$ cat src/inc/accel_pm_pkg.sv
package accel_pm_pkg;

    // ==========================================================
    // Register offsets
    localparam logic [7:0] INACT_THRESH_ADDR = 8'h25;
    localparam logic [7:0] INACT_TIME_ADDR   = 8'h26;
    localparam logic [7:0] RATE_CTL_ADDR     = 8'h2c;
    localparam logic [7:0] POWER_STATE_ADDR  = 8'h2d;

    // ==========================================================
    // Field positions
    localparam int LOW_POWER_BIT  = 4;
    localparam int MEASURE_BIT    = 3;
    localparam int AUTO_SLEEP_BIT = 4;
    localparam int LINK_BIT       = 5;

    // ==========================================================
    // Reset values
    localparam logic [7:0] INACT_THRESH_RST = 8'h00;
    localparam logic [7:0] INACT_TIME_RST   = 8'h00;
    localparam logic [7:0] RATE_CTL_RST     = 8'h0a;
    localparam logic [7:0] POWER_STATE_RST  = 8'h00;

    // ==========================================================
    // Rate codes
    localparam logic [3:0] RATE_CODE_MAX = 4'hf;
    localparam logic [3:0] RATE_CODE_MIN = 4'h6;
    localparam logic [3:0] SLEEP_CODE    = 4'h6;
    localparam logic [3:0] LP_CODE_MIN   = 4'h7;
    localparam logic [3:0] LP_CODE_MAX   = 4'hc;

    // ==========================================================
    // Timing
    localparam int CLK_HZ          = 10_000_000;
    localparam int TOP_RATE_HZ     = 3200;
    localparam int BASE_PERIOD_CYC = CLK_HZ / TOP_RATE_HZ;
    localparam logic [1:0] OVS_SHIFT_NORMAL = 2'h2;
    localparam logic [1:0] OVS_SHIFT_LOW    = 2'h1;

    // ==========================================================
    // Power modes
    typedef enum logic [1:0] {
        MODE_STANDBY = 2'b00,
        MODE_MEASURE = 2'b01,
        MODE_SLEEP   = 2'b10
    } mode_t;

endpackage

$ cat src/logic/accel_power_mode_control.sv
`timescale 1ns/10ps
// Functional notes
// - Power-up lands in standby, sensing off.
// - Measure bit set enters measurement mode.
// - Measure bit bit 3 cleared returns standby.
// - All registers readable and writable in standby.
// - Standby takes no acceleration measurements.
// - Standby leaves buffered samples untouched.
// - Rate code selects rate; bandwidth half.
// - Rate register bit 4 selects low power.
// - Low power reduces sampling, 12.5-400 Hz.
// - Inactivity with auto sleep and link bits set enters slow sleep.
module accel_power_mode_control #(
    parameter int BASE_PERIOD = accel_pm_pkg::BASE_PERIOD_CYC,
    parameter int CW          = 24
) (
    // Clock and reset
    input  wire logic       core_clk,
    input  wire logic       reset_n,
    // Register port from the serial interface
    input  wire logic       reg_wr_en,
    input  wire logic       reg_rd_en,
    input  wire logic [7:0] reg_addr,
    input  wire logic [7:0] reg_wr_data,
    output logic      [7:0] reg_rd_data,
    output logic            reg_rd_valid,
    // Motion detector
    input  wire logic       inact_event,
    input  wire logic       act_event,
    output logic      [7:0] inact_threshold,
    output logic      [7:0] inact_time,
    output logic            detect_enable,
    // Sensor and sample path
    output logic            sensor_enable,
    output logic            conv_tick,
    output logic            sample_tick,
    output logic            low_power_active,
    output logic      [3:0] rate_code_eff,
    output logic      [3:0] bw_code,
    output logic      [1:0] power_mode
);

    typedef struct packed {
        accel_pm_pkg::mode_t mode;
        logic [7:0]          thresh;
        logic [7:0]          itime;
        logic [7:0]          rate;
        logic [7:0]          power;
        logic [7:0]          rd_data;
        logic                rd_valid;
        logic [3:0]          eff_code;
        logic [3:0]          bw_code;
        logic                lp_active;
    } ctl_state_t;

    ctl_state_t q;
    ctl_state_t d;
    logic       measure_on;
    logic       auto_sleep_on;
    logic       run;
    logic [3:0] sel;

    // Codes under 6.25 Hz are undefined; run them at the slowest rate
    function automatic logic [3:0] clamp_code(input logic [3:0] code);
        clamp_code = (code < accel_pm_pkg::RATE_CODE_MIN) ?
                     accel_pm_pkg::RATE_CODE_MIN : code;
    endfunction

    // One-hot select shared by the read mux and the write path, so
    // both always agree on which addresses are mapped
    function automatic logic [3:0] reg_select(input logic [7:0] addr);
        unique case (addr)
            accel_pm_pkg::INACT_THRESH_ADDR: reg_select = 4'h1;
            accel_pm_pkg::INACT_TIME_ADDR:   reg_select = 4'h2;
            accel_pm_pkg::RATE_CTL_ADDR:     reg_select = 4'h4;
            accel_pm_pkg::POWER_STATE_ADDR:  reg_select = 4'h8;
            default:                         reg_select = 4'h0;
        endcase
    endfunction

    // Low power pays only from 12.5 Hz to 400 Hz; outside that window
    // the stored bit has no effect
    function automatic logic lp_window(input logic [3:0] code);
        lp_window = (code >= accel_pm_pkg::LP_CODE_MIN) &&
                    (code <= accel_pm_pkg::LP_CODE_MAX);
    endfunction

    // True in every mode that samples
    function automatic logic mode_runs(input accel_pm_pkg::mode_t m);
        mode_runs = (m != accel_pm_pkg::MODE_STANDBY);
    endfunction

    assign measure_on    = q.power[accel_pm_pkg::MEASURE_BIT];
    assign sel           = reg_select(reg_addr);
    assign auto_sleep_on = q.power[accel_pm_pkg::AUTO_SLEEP_BIT] &
                           q.power[accel_pm_pkg::LINK_BIT];

    // ==========================================================
    // Register access and mode control
    always_comb begin
        d          = q;
        d.rd_valid = reg_rd_en;
        d.rd_data  = 8'h00;
        // Access is open in every mode, standby included
        // Writes stay open outside standby too; the host is expected
        // to finish configuring before it sets the measure bit
        if (reg_rd_en) begin
            d.rd_data = ({8{sel[0]}} & q.thresh) |
                        ({8{sel[1]}} & q.itime)  |
                        ({8{sel[2]}} & q.rate)   |
                        ({8{sel[3]}} & q.power);
        end
        if (reg_wr_en && sel[0]) begin
            d.thresh = reg_wr_data;
        end
        if (reg_wr_en && sel[1]) begin
            d.itime = reg_wr_data;
        end
        if (reg_wr_en && sel[2]) begin
            d.rate = reg_wr_data;
        end
        if (reg_wr_en && sel[3]) begin
            d.power = reg_wr_data;
        end

        // ==========================================================
        // Mode sequencing
        unique case (q.mode)
            accel_pm_pkg::MODE_STANDBY: begin
                if (measure_on) begin
                    d.mode = accel_pm_pkg::MODE_MEASURE;
                end
            end
            accel_pm_pkg::MODE_MEASURE: begin
                if (!measure_on) begin
                    d.mode = accel_pm_pkg::MODE_STANDBY;
                end else if (auto_sleep_on && inact_event) begin
                    d.mode = accel_pm_pkg::MODE_SLEEP;
                end
            end
            accel_pm_pkg::MODE_SLEEP: begin
                if (!measure_on) begin
                    d.mode = accel_pm_pkg::MODE_STANDBY;
                end else if (act_event || !auto_sleep_on) begin
                    d.mode = accel_pm_pkg::MODE_MEASURE;
                end
            end
            default: begin
                // Code 11 is never entered; fall back to standby
                d.mode = accel_pm_pkg::MODE_STANDBY;
            end
        endcase

        // ==========================================================
        // Rate and sampling selection
        // Sleep runs at the slowest code, under 8 Hz
        if (q.mode == accel_pm_pkg::MODE_SLEEP) begin
            d.eff_code = accel_pm_pkg::SLEEP_CODE;
        end else begin
            d.eff_code = clamp_code(q.rate[3:0]);
        end
        // Bandwidth equals the rate one code lower
        d.bw_code = q.eff_code - 4'h1;
        // Low power only where it pays: 12.5 Hz to 400 Hz
        d.lp_active = q.rate[accel_pm_pkg::LOW_POWER_BIT] &&
                      lp_window(q.eff_code) &&
                      mode_runs(q.mode);
    end

    always_ff @(posedge core_clk or negedge reset_n) begin
        if (!reset_n) begin
            q          <= '0;
            q.mode     <= accel_pm_pkg::MODE_STANDBY;
            q.thresh   <= accel_pm_pkg::INACT_THRESH_RST;
            q.itime    <= accel_pm_pkg::INACT_TIME_RST;
            q.rate     <= accel_pm_pkg::RATE_CTL_RST;
            q.power    <= accel_pm_pkg::POWER_STATE_RST;
            q.eff_code <= accel_pm_pkg::RATE_CODE_MIN;
            q.bw_code  <= accel_pm_pkg::RATE_CODE_MIN - 4'h1;
        end else begin
            q <= d;
        end
    end

    // ==========================================================
    // Sample timing
    // Ticks stop in standby; nothing here clears the sample buffer
    assign run = mode_runs(q.mode);

    sample_tick_gen #(
        .BASE_PERIOD (BASE_PERIOD),
        .CW          (CW)
    ) u_ticks (
        .core_clk    (core_clk),
        .reset_n     (reset_n),
        .run         (run),
        .rate_code   (q.eff_code),
        .low_power   (q.lp_active),
        .odr_tick    (sample_tick),
        .conv_tick   (conv_tick)
    );

    // ==========================================================
    // Outputs
    assign reg_rd_data      = q.rd_data;
    assign reg_rd_valid     = q.rd_valid;
    assign inact_threshold  = q.thresh;
    assign inact_time       = q.itime;
    // Detector and sensor share one enable: both idle in standby
    assign detect_enable    = run;
    assign sensor_enable    = run;
    assign low_power_active = q.lp_active;
    assign rate_code_eff    = q.eff_code;
    assign bw_code          = q.bw_code;
    assign power_mode       = q.mode;
    // Sample buffer is written only by sample_tick, never flushed
    // here, so its contents survive standby

endmodule

$ cat src/logic/sample_tick_gen.sv
`timescale 1ns/10ps
module sample_tick_gen #(
    parameter int BASE_PERIOD = accel_pm_pkg::BASE_PERIOD_CYC,
    parameter int CW          = 24
) (
    // Clock and reset
    input  wire logic       core_clk,
    input  wire logic       reset_n,
    // Control
    input  wire logic       run,
    input  wire logic [3:0] rate_code,
    input  wire logic       low_power,
    // Strobes
    output logic            odr_tick,
    output logic            conv_tick
);

    typedef struct packed {
        logic [CW-1:0] cnt_odr;
        logic [CW-1:0] cnt_conv;
        logic          odr_tick;
        logic          conv_tick;
    } tick_state_t;

    tick_state_t q;
    tick_state_t d;
    logic [CW-1:0] odr_period;
    logic [CW-1:0] conv_period;

    // ==========================================================
    // Period arithmetic
    always_comb begin
        // Each code step below the top halves the rate
        odr_period  = CW'(BASE_PERIOD) << (accel_pm_pkg::RATE_CODE_MAX
                                           - rate_code);
        conv_period = odr_period >> (low_power ?
                                     accel_pm_pkg::OVS_SHIFT_LOW :
                                     accel_pm_pkg::OVS_SHIFT_NORMAL);
    end

    // ==========================================================
    // Counters
    always_comb begin
        d           = q;
        d.odr_tick  = 1'b0;
        d.conv_tick = 1'b0;
        if (!run) begin
            d.cnt_odr  = '0;
            d.cnt_conv = '0;
        end else begin
            if (q.cnt_odr >= odr_period - 1'b1) begin
                d.cnt_odr  = '0;
                d.odr_tick = 1'b1;
            end else begin
                d.cnt_odr = q.cnt_odr + 1'b1;
            end
            if (q.cnt_conv >= conv_period - 1'b1) begin
                d.cnt_conv  = '0;
                d.conv_tick = 1'b1;
            end else begin
                d.cnt_conv = q.cnt_conv + 1'b1;
            end
        end
    end

    always_ff @(posedge core_clk or negedge reset_n) begin
        if (!reset_n) begin
            q <= '0;
        end else begin
            q <= d;
        end
    end

    assign odr_tick  = q.odr_tick;
    assign conv_tick = q.conv_tick;

endmodule

$ cat config.mk
export PLATFORM = sky130hd
export DESIGN_NAME = accel_power_mode_control
export DESIGN_NICKNAME = d
export VERILOG_FILES = /design/src/inc/accel_pm_pkg.sv /design/src/logic/accel_power_mode_control.sv /design/src/logic/sample_tick_gen.sv
export SDC_FILE = /design/constraint.sdc
export NUM_CORES = 1
export LEC_CHECK = 0
export ABC_AREA = 1
export BUFFER_PORTS_ARGS = -buffer_cell sky130_fd_sc_hd__buf_2
export CAP_MARGIN = 15
export CORE_AREA = 5 5 203 107
export CTS_CLUSTER_SIZE = 25
export DETAILED_ROUTE_END_ITERATION = 6
export DIE_AREA = 0 0 208 112
export GPL_TIMING_DRIVEN = 0
export SLEW_MARGIN = 10
export SYNTH_ARGS = -nofsm -noshare
export SYNTH_HDL_FRONTEND = slang
export SYNTH_HIERARCHICAL = 1
export SYNTH_SLANG_ARGS = --single-unit
$ cat constraint.sdc
create_clock -name core_clk -period 5.6 [get_ports core_clk]
set_input_delay 1.12 -clock core_clk [delete_from_list [all_inputs] [get_ports core_clk]]
set_output_delay 1.12 -clock core_clk [all_outputs]
set_load 0.05 [all_outputs]
==> results of run 1 <==
==> worst max-delay path: stages (launching register included) <==
cell and delay [ns]:
dfrtp_1 0.60, inv_4 0.16, ha_1 0.39, inv_1 0.10
nand2_1 0.15, nand3_1 0.19, nand3_1 0.12, nand2_1 0.14
nand2_1 0.10, inv_1 0.10, nand2_1 0.06, nor2_1 0.15
nand3_1 0.17, nand2_1 0.13, inv_1 0.05, ha_1 0.28
nand2_1 0.07, nor3_1 0.45, nor2b_1 0.19, nand2_1 0.06
nand4_1 0.37, buf_2 0.32, nor2_1 0.08
==> cells by family (layout without fill, tap and decap cells) <==
| family | count (synthesis) | after routing |
|---|---|---|
| XOR/XNOR | 27 | 27 |
| adder cells (fa/ha/maj) | 63 | 63 |
| AO/OA/AOI/OAI | 124 | 124 |
| AND/OR/NAND/NOR | 693 | 693 |
| flip-flops | 102 | 102 |
| buffers and inverters | 176 | 254 |
==> power groups by stage <==
stage,registers (W),clock network [W],logic [W]
final,0.000875,0.000647,0.00144
after global routing,0.000883,0.000699,0.00159
after CTS,0.000873,0.000669,0.00141
after detailed placement,0.000888,0,0.00141
after global placement,0.000887,0,0.00139
after floorplan,0.000860,0,0.00104
==> state kept, by name, indices dropped and copies added, names as in the netlist <==
name,cells
u_ticks/q,48
q,15
inact_threshold,8
inact_time,8
reg_rd_data,8
bw_code,4
rate_code_eff,4
power_mode,2
low_power_active,1
measure_on,1
reg_rd_valid,1
u_ticks/conv_tick,1
u_ticks/odr_tick,1
==> worst max path at each step <==
stage | depth (start not counted) | start | slack (ns) | to
final | 22 | rate_code_eff[0]$_DFF_PN0_ | 1.05 | u_ticks/q[3]$_DFF_PN0_
after floorplan | 19 | rate_code_eff[1]$_DFF_PN1_ | 2.31 | u_ticks/q[13]$_DFF_PN0_
after CTS | 22 | rate_code_eff[0]$_DFF_PN0_ | 1.17 | u_ticks/q[3]$_DFF_PN0_
after global routing | 22 | rate_code_eff[0]$_DFF_PN0_ | 0.73 | u_ticks/q[12]$_DFF_PN0_
after global placement | 22 | rate_code_eff[0]$_DFF_PN0_ | 1.16 | u_ticks/q[23]$_DFF_PN0_
after detailed placement | 22 | rate_code_eff[0]$_DFF_PN0_ | 1.19 | u_ticks/q[20]$_DFF_PN0_
==> stage by stage <==
| step | setup WS, ns | power (W) |
|---|---|---|
| after detailed placement | 1.19 | 0.00229 |
| after CTS | 1.17 | 0.00296 |
| after global placement | 1.16 | 0.00228 |
| final | 1.05 | 0.00296 |
| after global routing | 0.729 | 0.00317 |
| after floorplan | 2.31 | 0.00190 |
==> layer usage <==
| metal | GRT usage, % | wire length (µm) |
|---|---|---|
| met5 | 0 | 0 |
| met4 | 3.59 | 216 |
| met3 | 6.08 | 2530 |
| met2 | 26.7 | 8660 |
| met1 | 39.8 | 14900 |
==> cell usage in the layout, fill, tap and decap left out, types with 6 or more instances in the layout <==
| cell | n |
|---|---|
| o21ai_2 | 9 |
| nor2_4 | 11 |
| or2_2 | 9 |
| buf_4 | 38 |
| nand2_2 | 23 |
| o21ai_0 | 49 |
| nand2_1 | 294 |
| inv_2 | 10 |
| nor3_1 | 26 |
| nor2_1 | 135 |
| clkbuf_16 | 9 |
| xnor2_1 | 10 |
| ha_1 | 63 |
| buf_2 | 67 |
| xor2_1 | 16 |
| dfrtp_1 | 96 |
| clkbuf_1 | 6 |
| inv_1 | 101 |
| dfstp_2 | 6 |
| buf_6 | 9 |
| a21oi_1 | 46 |
| nand3_1 | 119 |
| nand4_1 | 35 |
| nand3_2 | 9 |
| nand2_4 | 10 |
==> cell type report <==
cell class | instances | area (µm²)
Buffer | 62 | 463
Timing Repair Buffer | 62 | 339
Inverter | 114 | 435
Sequential cell | 102 | 2560
Fill cell | 2045 | 10400
Tap cell | 273 | 342
Clock inverter | 6 | 66.3
Clock buffer | 10 | 239
Multi-Input combinational cell | 907 | 5020
==> metrics, run 1 <==
status finished, final reports clean; CTS root buf clkbuf_16; CP max FO 10; reg-to-reg startpoint rate_code_eff[0]$_DFF_PN0_; H-tree depth 3; number of max-cap violations 0; Setup-failing EPs final 0; Final Skew approximately 0.015 ns; mapped cell area 0.00848 mm²; Placer Congestion 0.994; CTS tree yes; via/cell ratio ~5.3; sum of negative setup slack 0 ns; vias in the first global route 7317; via count 8096; final WL around 26 mm; syn avg cell area 7.16 µm²; die height 112 µm; CTS Sinks 102; post-cts sizing count 0; number of synthesized flops with an enable pin 0; Gate Count Post-Synth 1185; multiplexer share of the synthesized area 0%; DRC viols 0; count leader, synth nand2_1; WHS Endpoint q[31]$_DFFE_PN0P_; hold slack 0.492 ns; asr flop ratio synth 100%; hold path start q[31]$_DFFE_PN0P_; placed wire-length estimate 21.4 mm; Final ANT Viol Nets 0; Pwr Density 313 mW/mm²; Post-Synth Simple-Gate Area 38.7%; Synth Area in Compound Gates between 8 and 9%; peak supply drop ~0.00016 V; Initial Util 42.6%; Final nets 1343; Synth Flop Type dfrtp_1; Num CTS Buffers 9; fin crit period 4.55 ns; P_leak 5.02 nW; post-synth top area cell dfrtp_1; worst path arrival time 4.79 ns; Post-Layout Cell Count 1536; post-synthesis sequential area ratio 30.2%; n_diodes 0; Worst slew margin about half; YS warnings 6; Critical R2R Capture u_ticks/q[3]$_DFF_PN0_; unrepaired setup endpoints after global routing no; Die Width 208 µm; layout cells sized above 1 18.7%; clk_lat worst skew 0.37 ns; Seq pwr share 29.5%; utilization after layout 47.6%; largest family of logic cells by synthesized area simple AND/OR/NAND/NOR gates; cell internal pwr 0.00156 W; reg-to-reg slack, setup about 1.1 ns; top cells by area, synth dfrtp_1, nand2_1, ha_1, nand3_1, nor2_1; WHS Path Cells 2; total grt overflow 0; Core ar. 0.0199 mm²; # IOs 62; combinational power share 48.6%; Final Slew Violations 0; row cnt 37; switching pwr ~0.0014 W; endpoint class of the critical path register; port bufs between 60 and 70; Max clock buf depth 2; XOR/XNOR share of the synthesized area under 10%; largest net degree at the start of global routing 80; Fmax 220 MHz; Synth top area share 28.3%; Final Cell Area approximately 0.0095 mm²; top cells by count, synth nand2_1, nor2_1, nand3_1; slew at the pin with the worst max-slew slack 0.764 ns; Hold Crit Class reg2reg; required time worst endpoint 5.85 ns; 1st-iter DRT viols 890; R2R depth 22; Clock Pin Slew Worst Setup and Hold Paths 0.08 ns; clock power share 21.8%; GRT Util Overall 22.9%; placed instance area between 0.009 and 0.01 mm²; Post-Syn Nets between 1k and 1.5k; library cells used by synthesis 48; Die ar. 0.0233 mm²; placed insts ~1.5k; endpoints failing hold 0; Switching Fraction a little under half; first-pass GRT wire length approximately 42 mm; Avg WL per Cell ~17 µm; initial antenna violation count 0; Startpoint Class register; Post-CTS Setup Repair Bufs 0; Seq cells post-synth 102; area delta synth->final 11.6%; Final Cycle Share roughly 80%; critical path class reg2reg; hold_buf cts 0; drt first pass iters 5; Synth Area in Adders a little under a tenth
(Power assumes the default switching activity.)
==> inputs of run 2 (changes only) <==
Settings changed: ABC_AREA 1 to 0, CORE_AREA 5 5 203 107 to 5 5 195 103, DIE_AREA 0 0 208 112 to 0 0 200 108.
Clock period 5.6 ns to 4.5 ns, I/O delays scaled along.
==> run 2 against run 1 <==
  * Combinational power shrank 72%
  * Wire length is 8.7% lower
  * Clock power rose by 28%
  * Via count shrank 15%
  * Sequential cell count stayed put
  * Synthesized cell count down 30%
  * Register-to-register slack got worse by 0.91 ns
  * Cell area fell by 3.5%
==> metrics, run 2 <==
status finished, final reports clean; Top reg by flops u_ticks/q; YS warnings 6 (unchanged); Critical R2R Capture u_ticks/odr_tick$_DFF_PN0_; required time worst endpoint 4.78 ns (-1.07 ns); top cells by area, synth dfrtp_1, ha_1, mux2_2, xnor2_1, buf_4; endpoints failing hold 0 (unchanged); number of max-cap violations 0 (unchanged); Hold Crit Class in2async; largest net degree at the start of global routing 72 (-10%); Post-Layout Cell Count 1169 (-24%); area delta synth->final 16.5%; 1st-iter DRT viols 685 (-23%); Clock Pin Slew Worst Setup and Hold Paths 0.08 ns (about the same); # IOs 62 (unchanged); n_diodes 0 (unchanged); biggest regs u_ticks/q: 48 flops, q: 15 flops; Die ar. 0.0216 mm² (-7.3%); Setup-failing EPs final 0 (unchanged); worst path arrival time 4.64 ns (-0.15 ns); Gate Count Post-Synth 835 (-30%); CTS root buf clkbuf_16; library cells used by synthesis 71 (+48%); Die Width 200 µm (-3.8%); Num CTS Buffers 9 (unchanged); count leader, synth dfrtp_1; top cells by count, synth dfrtp_1, ha_1, nor2_1; placed wire-length estimate 18.1 mm (-15%); endpoint class of the critical path register; first-pass GRT wire length 37.9 mm (-9.7%); Initial Util 43.4% (+0.84 points); drt first pass iters 6 (+1); hold_buf cts 0 (unchanged); placed insts 1136 (-25%); DRC viols 0 (unchanged); Final nets 1009 (-25%); area of the multi-input gates 0.00491 mm² (-2.3%); vias in the first global route 6544 (-11%); Sequential Area 0.00256 mm² (about the same); final WL 24.0 mm (-8.7%); Core ar. 0.0180 mm² (-9.4%); post-synth top area cell dfrtp_1; P_leak 4.40 nW (-12%); GRT Util Overall 22.6% (-0.29 points); syn avg cell area 9.39 µm² (+31%); Worst slew margin 54.1% (+5.0 points); total grt overflow 0 (unchanged); reg-to-reg startpoint rate_code_eff[2]$_DFF_PN1_; commonest non-fill, non-tap cell in the layout dfrtp_1; CTS Sinks 102 (unchanged); placed instance area 0.00847 mm² (-7.5%); via count 6869 (-15%); Avg WL per Cell 20.6 µm (+20%); most frequent cells in the layout dfrtp_1, buf_2, nor2_1; layout cells sized above 1 26.0% (+7.4 points); post-synthesis sequential area ratio 32.7% (+2.5 points); row cnt 35 (-5.4%); peak supply drop 0.000176 V (+13%); utilization after layout 50.6% (+3.1 points); Synth Flop Type dfrtp_1; critical path class reg2reg; WP buf/inv 4 (-1); Startpoint Class register; port bufs 60 (-1.6%); mapped cell area 0.00784 mm² (-7.6%); CP top delay family simple AND/OR/NAND/NOR gates; Max clock buf depth 2 (unchanged); Fmax 229 MHz (+4.3%); die height 108 µm (-3.6%); fill count 1738 (-15%); asr flop ratio synth 100% (unchanged); reg-to-reg slack, setup 0.14 ns (-0.91 ns); Post-Syn Nets 920 (-28%); slew at the pin with the worst max-slew slack 0.684 ns (-0.0803 ns); CTS tree yes; CP max FO 11 (+1); fin crit period 4.36 ns (-0.186 ns); Cell Chain, Critical Path buf_4, inv_2, buf_4, ha_2, and2_1, a31oi_4, and2_4, nand4_1, a211oi_4, nor2_1, ha_1, and3_1, nand4_1, or4_4, a31oi_4, buf_6, o21a_1; Final Cycle Share 96.9% (+16 points); via/cell ratio 5.88 (+11%); Final Cell Area 0.00913 mm² (-3.5%); max reg flops 48 (unchanged); Final ANT Viol Nets 0 (unchanged); clk_lat worst skew 0.36 ns (about the same); Final Slew Violations 0 (unchanged); Placer Congestion 1.05 (+5.7%); Max stage delay on crit path 0.57 ns (-0.03 ns); Final Skew 0.0134 ns (-0.00171 ns); H-tree depth 3 (unchanged); Seq cells post-synth 102 (unchanged); R2R depth 17 (-23%); hold slack 0.420 ns (-0.0718 ns); number of synthesized flops with an enable pin 0 (unchanged); Critical-path top delay cell dfstp_2; Pwr Density 240 mW/mm² (-23%); Synth top area share 30.7% (+2.3 points); initial antenna violation count 1 (+1)
## run 2: cell count changes in the layout (fill, tap and decap cells not counted), sizes merged, moves of 18 or more
cell / previous run / this run
xnor2: 11 / 33
mux2: 0 / 38
buf: 116 / 143
mux2i: 0 / 18
nor2: 152 / 61
o21ai: 59 / 21
nand2: 328 / 54
and4: 0 / 22
nand3: 129 / 36
inv: 115 / 23
## run 2: per-stage QoR
stage	TNS, ns	power [W]	worst slack (ns)
2_1_floorplan	0	0.00122	0.496
3_3_place_gp	-27.52	0.00133	-0.766
3_5_place_dp	-26.84	0.00134	-0.703
4_1_cts	0	0.00218	0.0164
5_1_grt	-0.107	0.00228	-0.0174
6_report	0	0.00219	0.141
## run 2: logic make-up after synthesis
| kind of cell | synth area share [%] |
|---|---|
| adders and majority gates | 10.1 |
| and+or+nand+nor | 21.2 |
| DFF | 32.7 |
| xor gates and xnor gates | 6.93 |
| AOI/OAI and AO/OA | 14.0 |
| muxes | 8.11 |
| buffers and inverters | 6.99 |
## run 2: how the worst max path moves through the flow
stage,start,to,slack [ns],depth (start not counted)
after floorplan,rate_code_eff[1]$_DFF_PN1_,u_ticks/q[30]$_DFF_PN0_,0.50,15
after global placement,rate_code_eff[0]$_DFF_PN0_,u_ticks/conv_tick$_DFF_PN0_,-0.77,15
after detailed placement,rate_code_eff[0]$_DFF_PN0_,u_ticks/q[19]$_DFF_PN0_,-0.70,15
after CTS,rate_code_eff[0]$_DFF_PN0_,u_ticks/q[18]$_DFF_PN0_,0.02,15
after global routing,rate_code_eff[1]$_DFF_PN1_,u_ticks/q[7]$_DFF_PN0_,-0.02,17
final,rate_code_eff[2]$_DFF_PN1_,u_ticks/odr_tick$_DFF_PN0_,0.14,17
## run 2: area by class of cell
cell class	instances	share of cell area, %
plain buffers	74	5.67
clock buffers	10	2.51
clock inverters	6	0.753
inverters	20	0.822
multi-input cells	638	53.7
flip-flops and latches	102	28.0
well taps	240	3.29
repair buffers	79	5.18
## run 2: timing repair
| item | CTS | global route |
|---|---|---|
| buffers inserted | 10 | 8 |
| setup endpoints to repair | 50 | 50 |
| resized for setup | 27 | 40 |
| pin swaps | 3 | 6 |
## run 2: report_power, final
part	internal (W)	switching (W)	total, W
Clock	0.000438	0.000392	0.000830
Sequential	0.000937	0.0000169	0.000953
Combinational	0.000147	0.000260	0.000406
Total	0.00152	0.000669	0.00219
## run 2: routing by layer
metal	track usage, %	vias up	part of all wire (%)
met5	2.78	-	0.32
met4	3.20	2	0.79
met3	7.16	28	11
met2	24.5	323	33
met1	40.0	3358	55
li1	-	3158	-
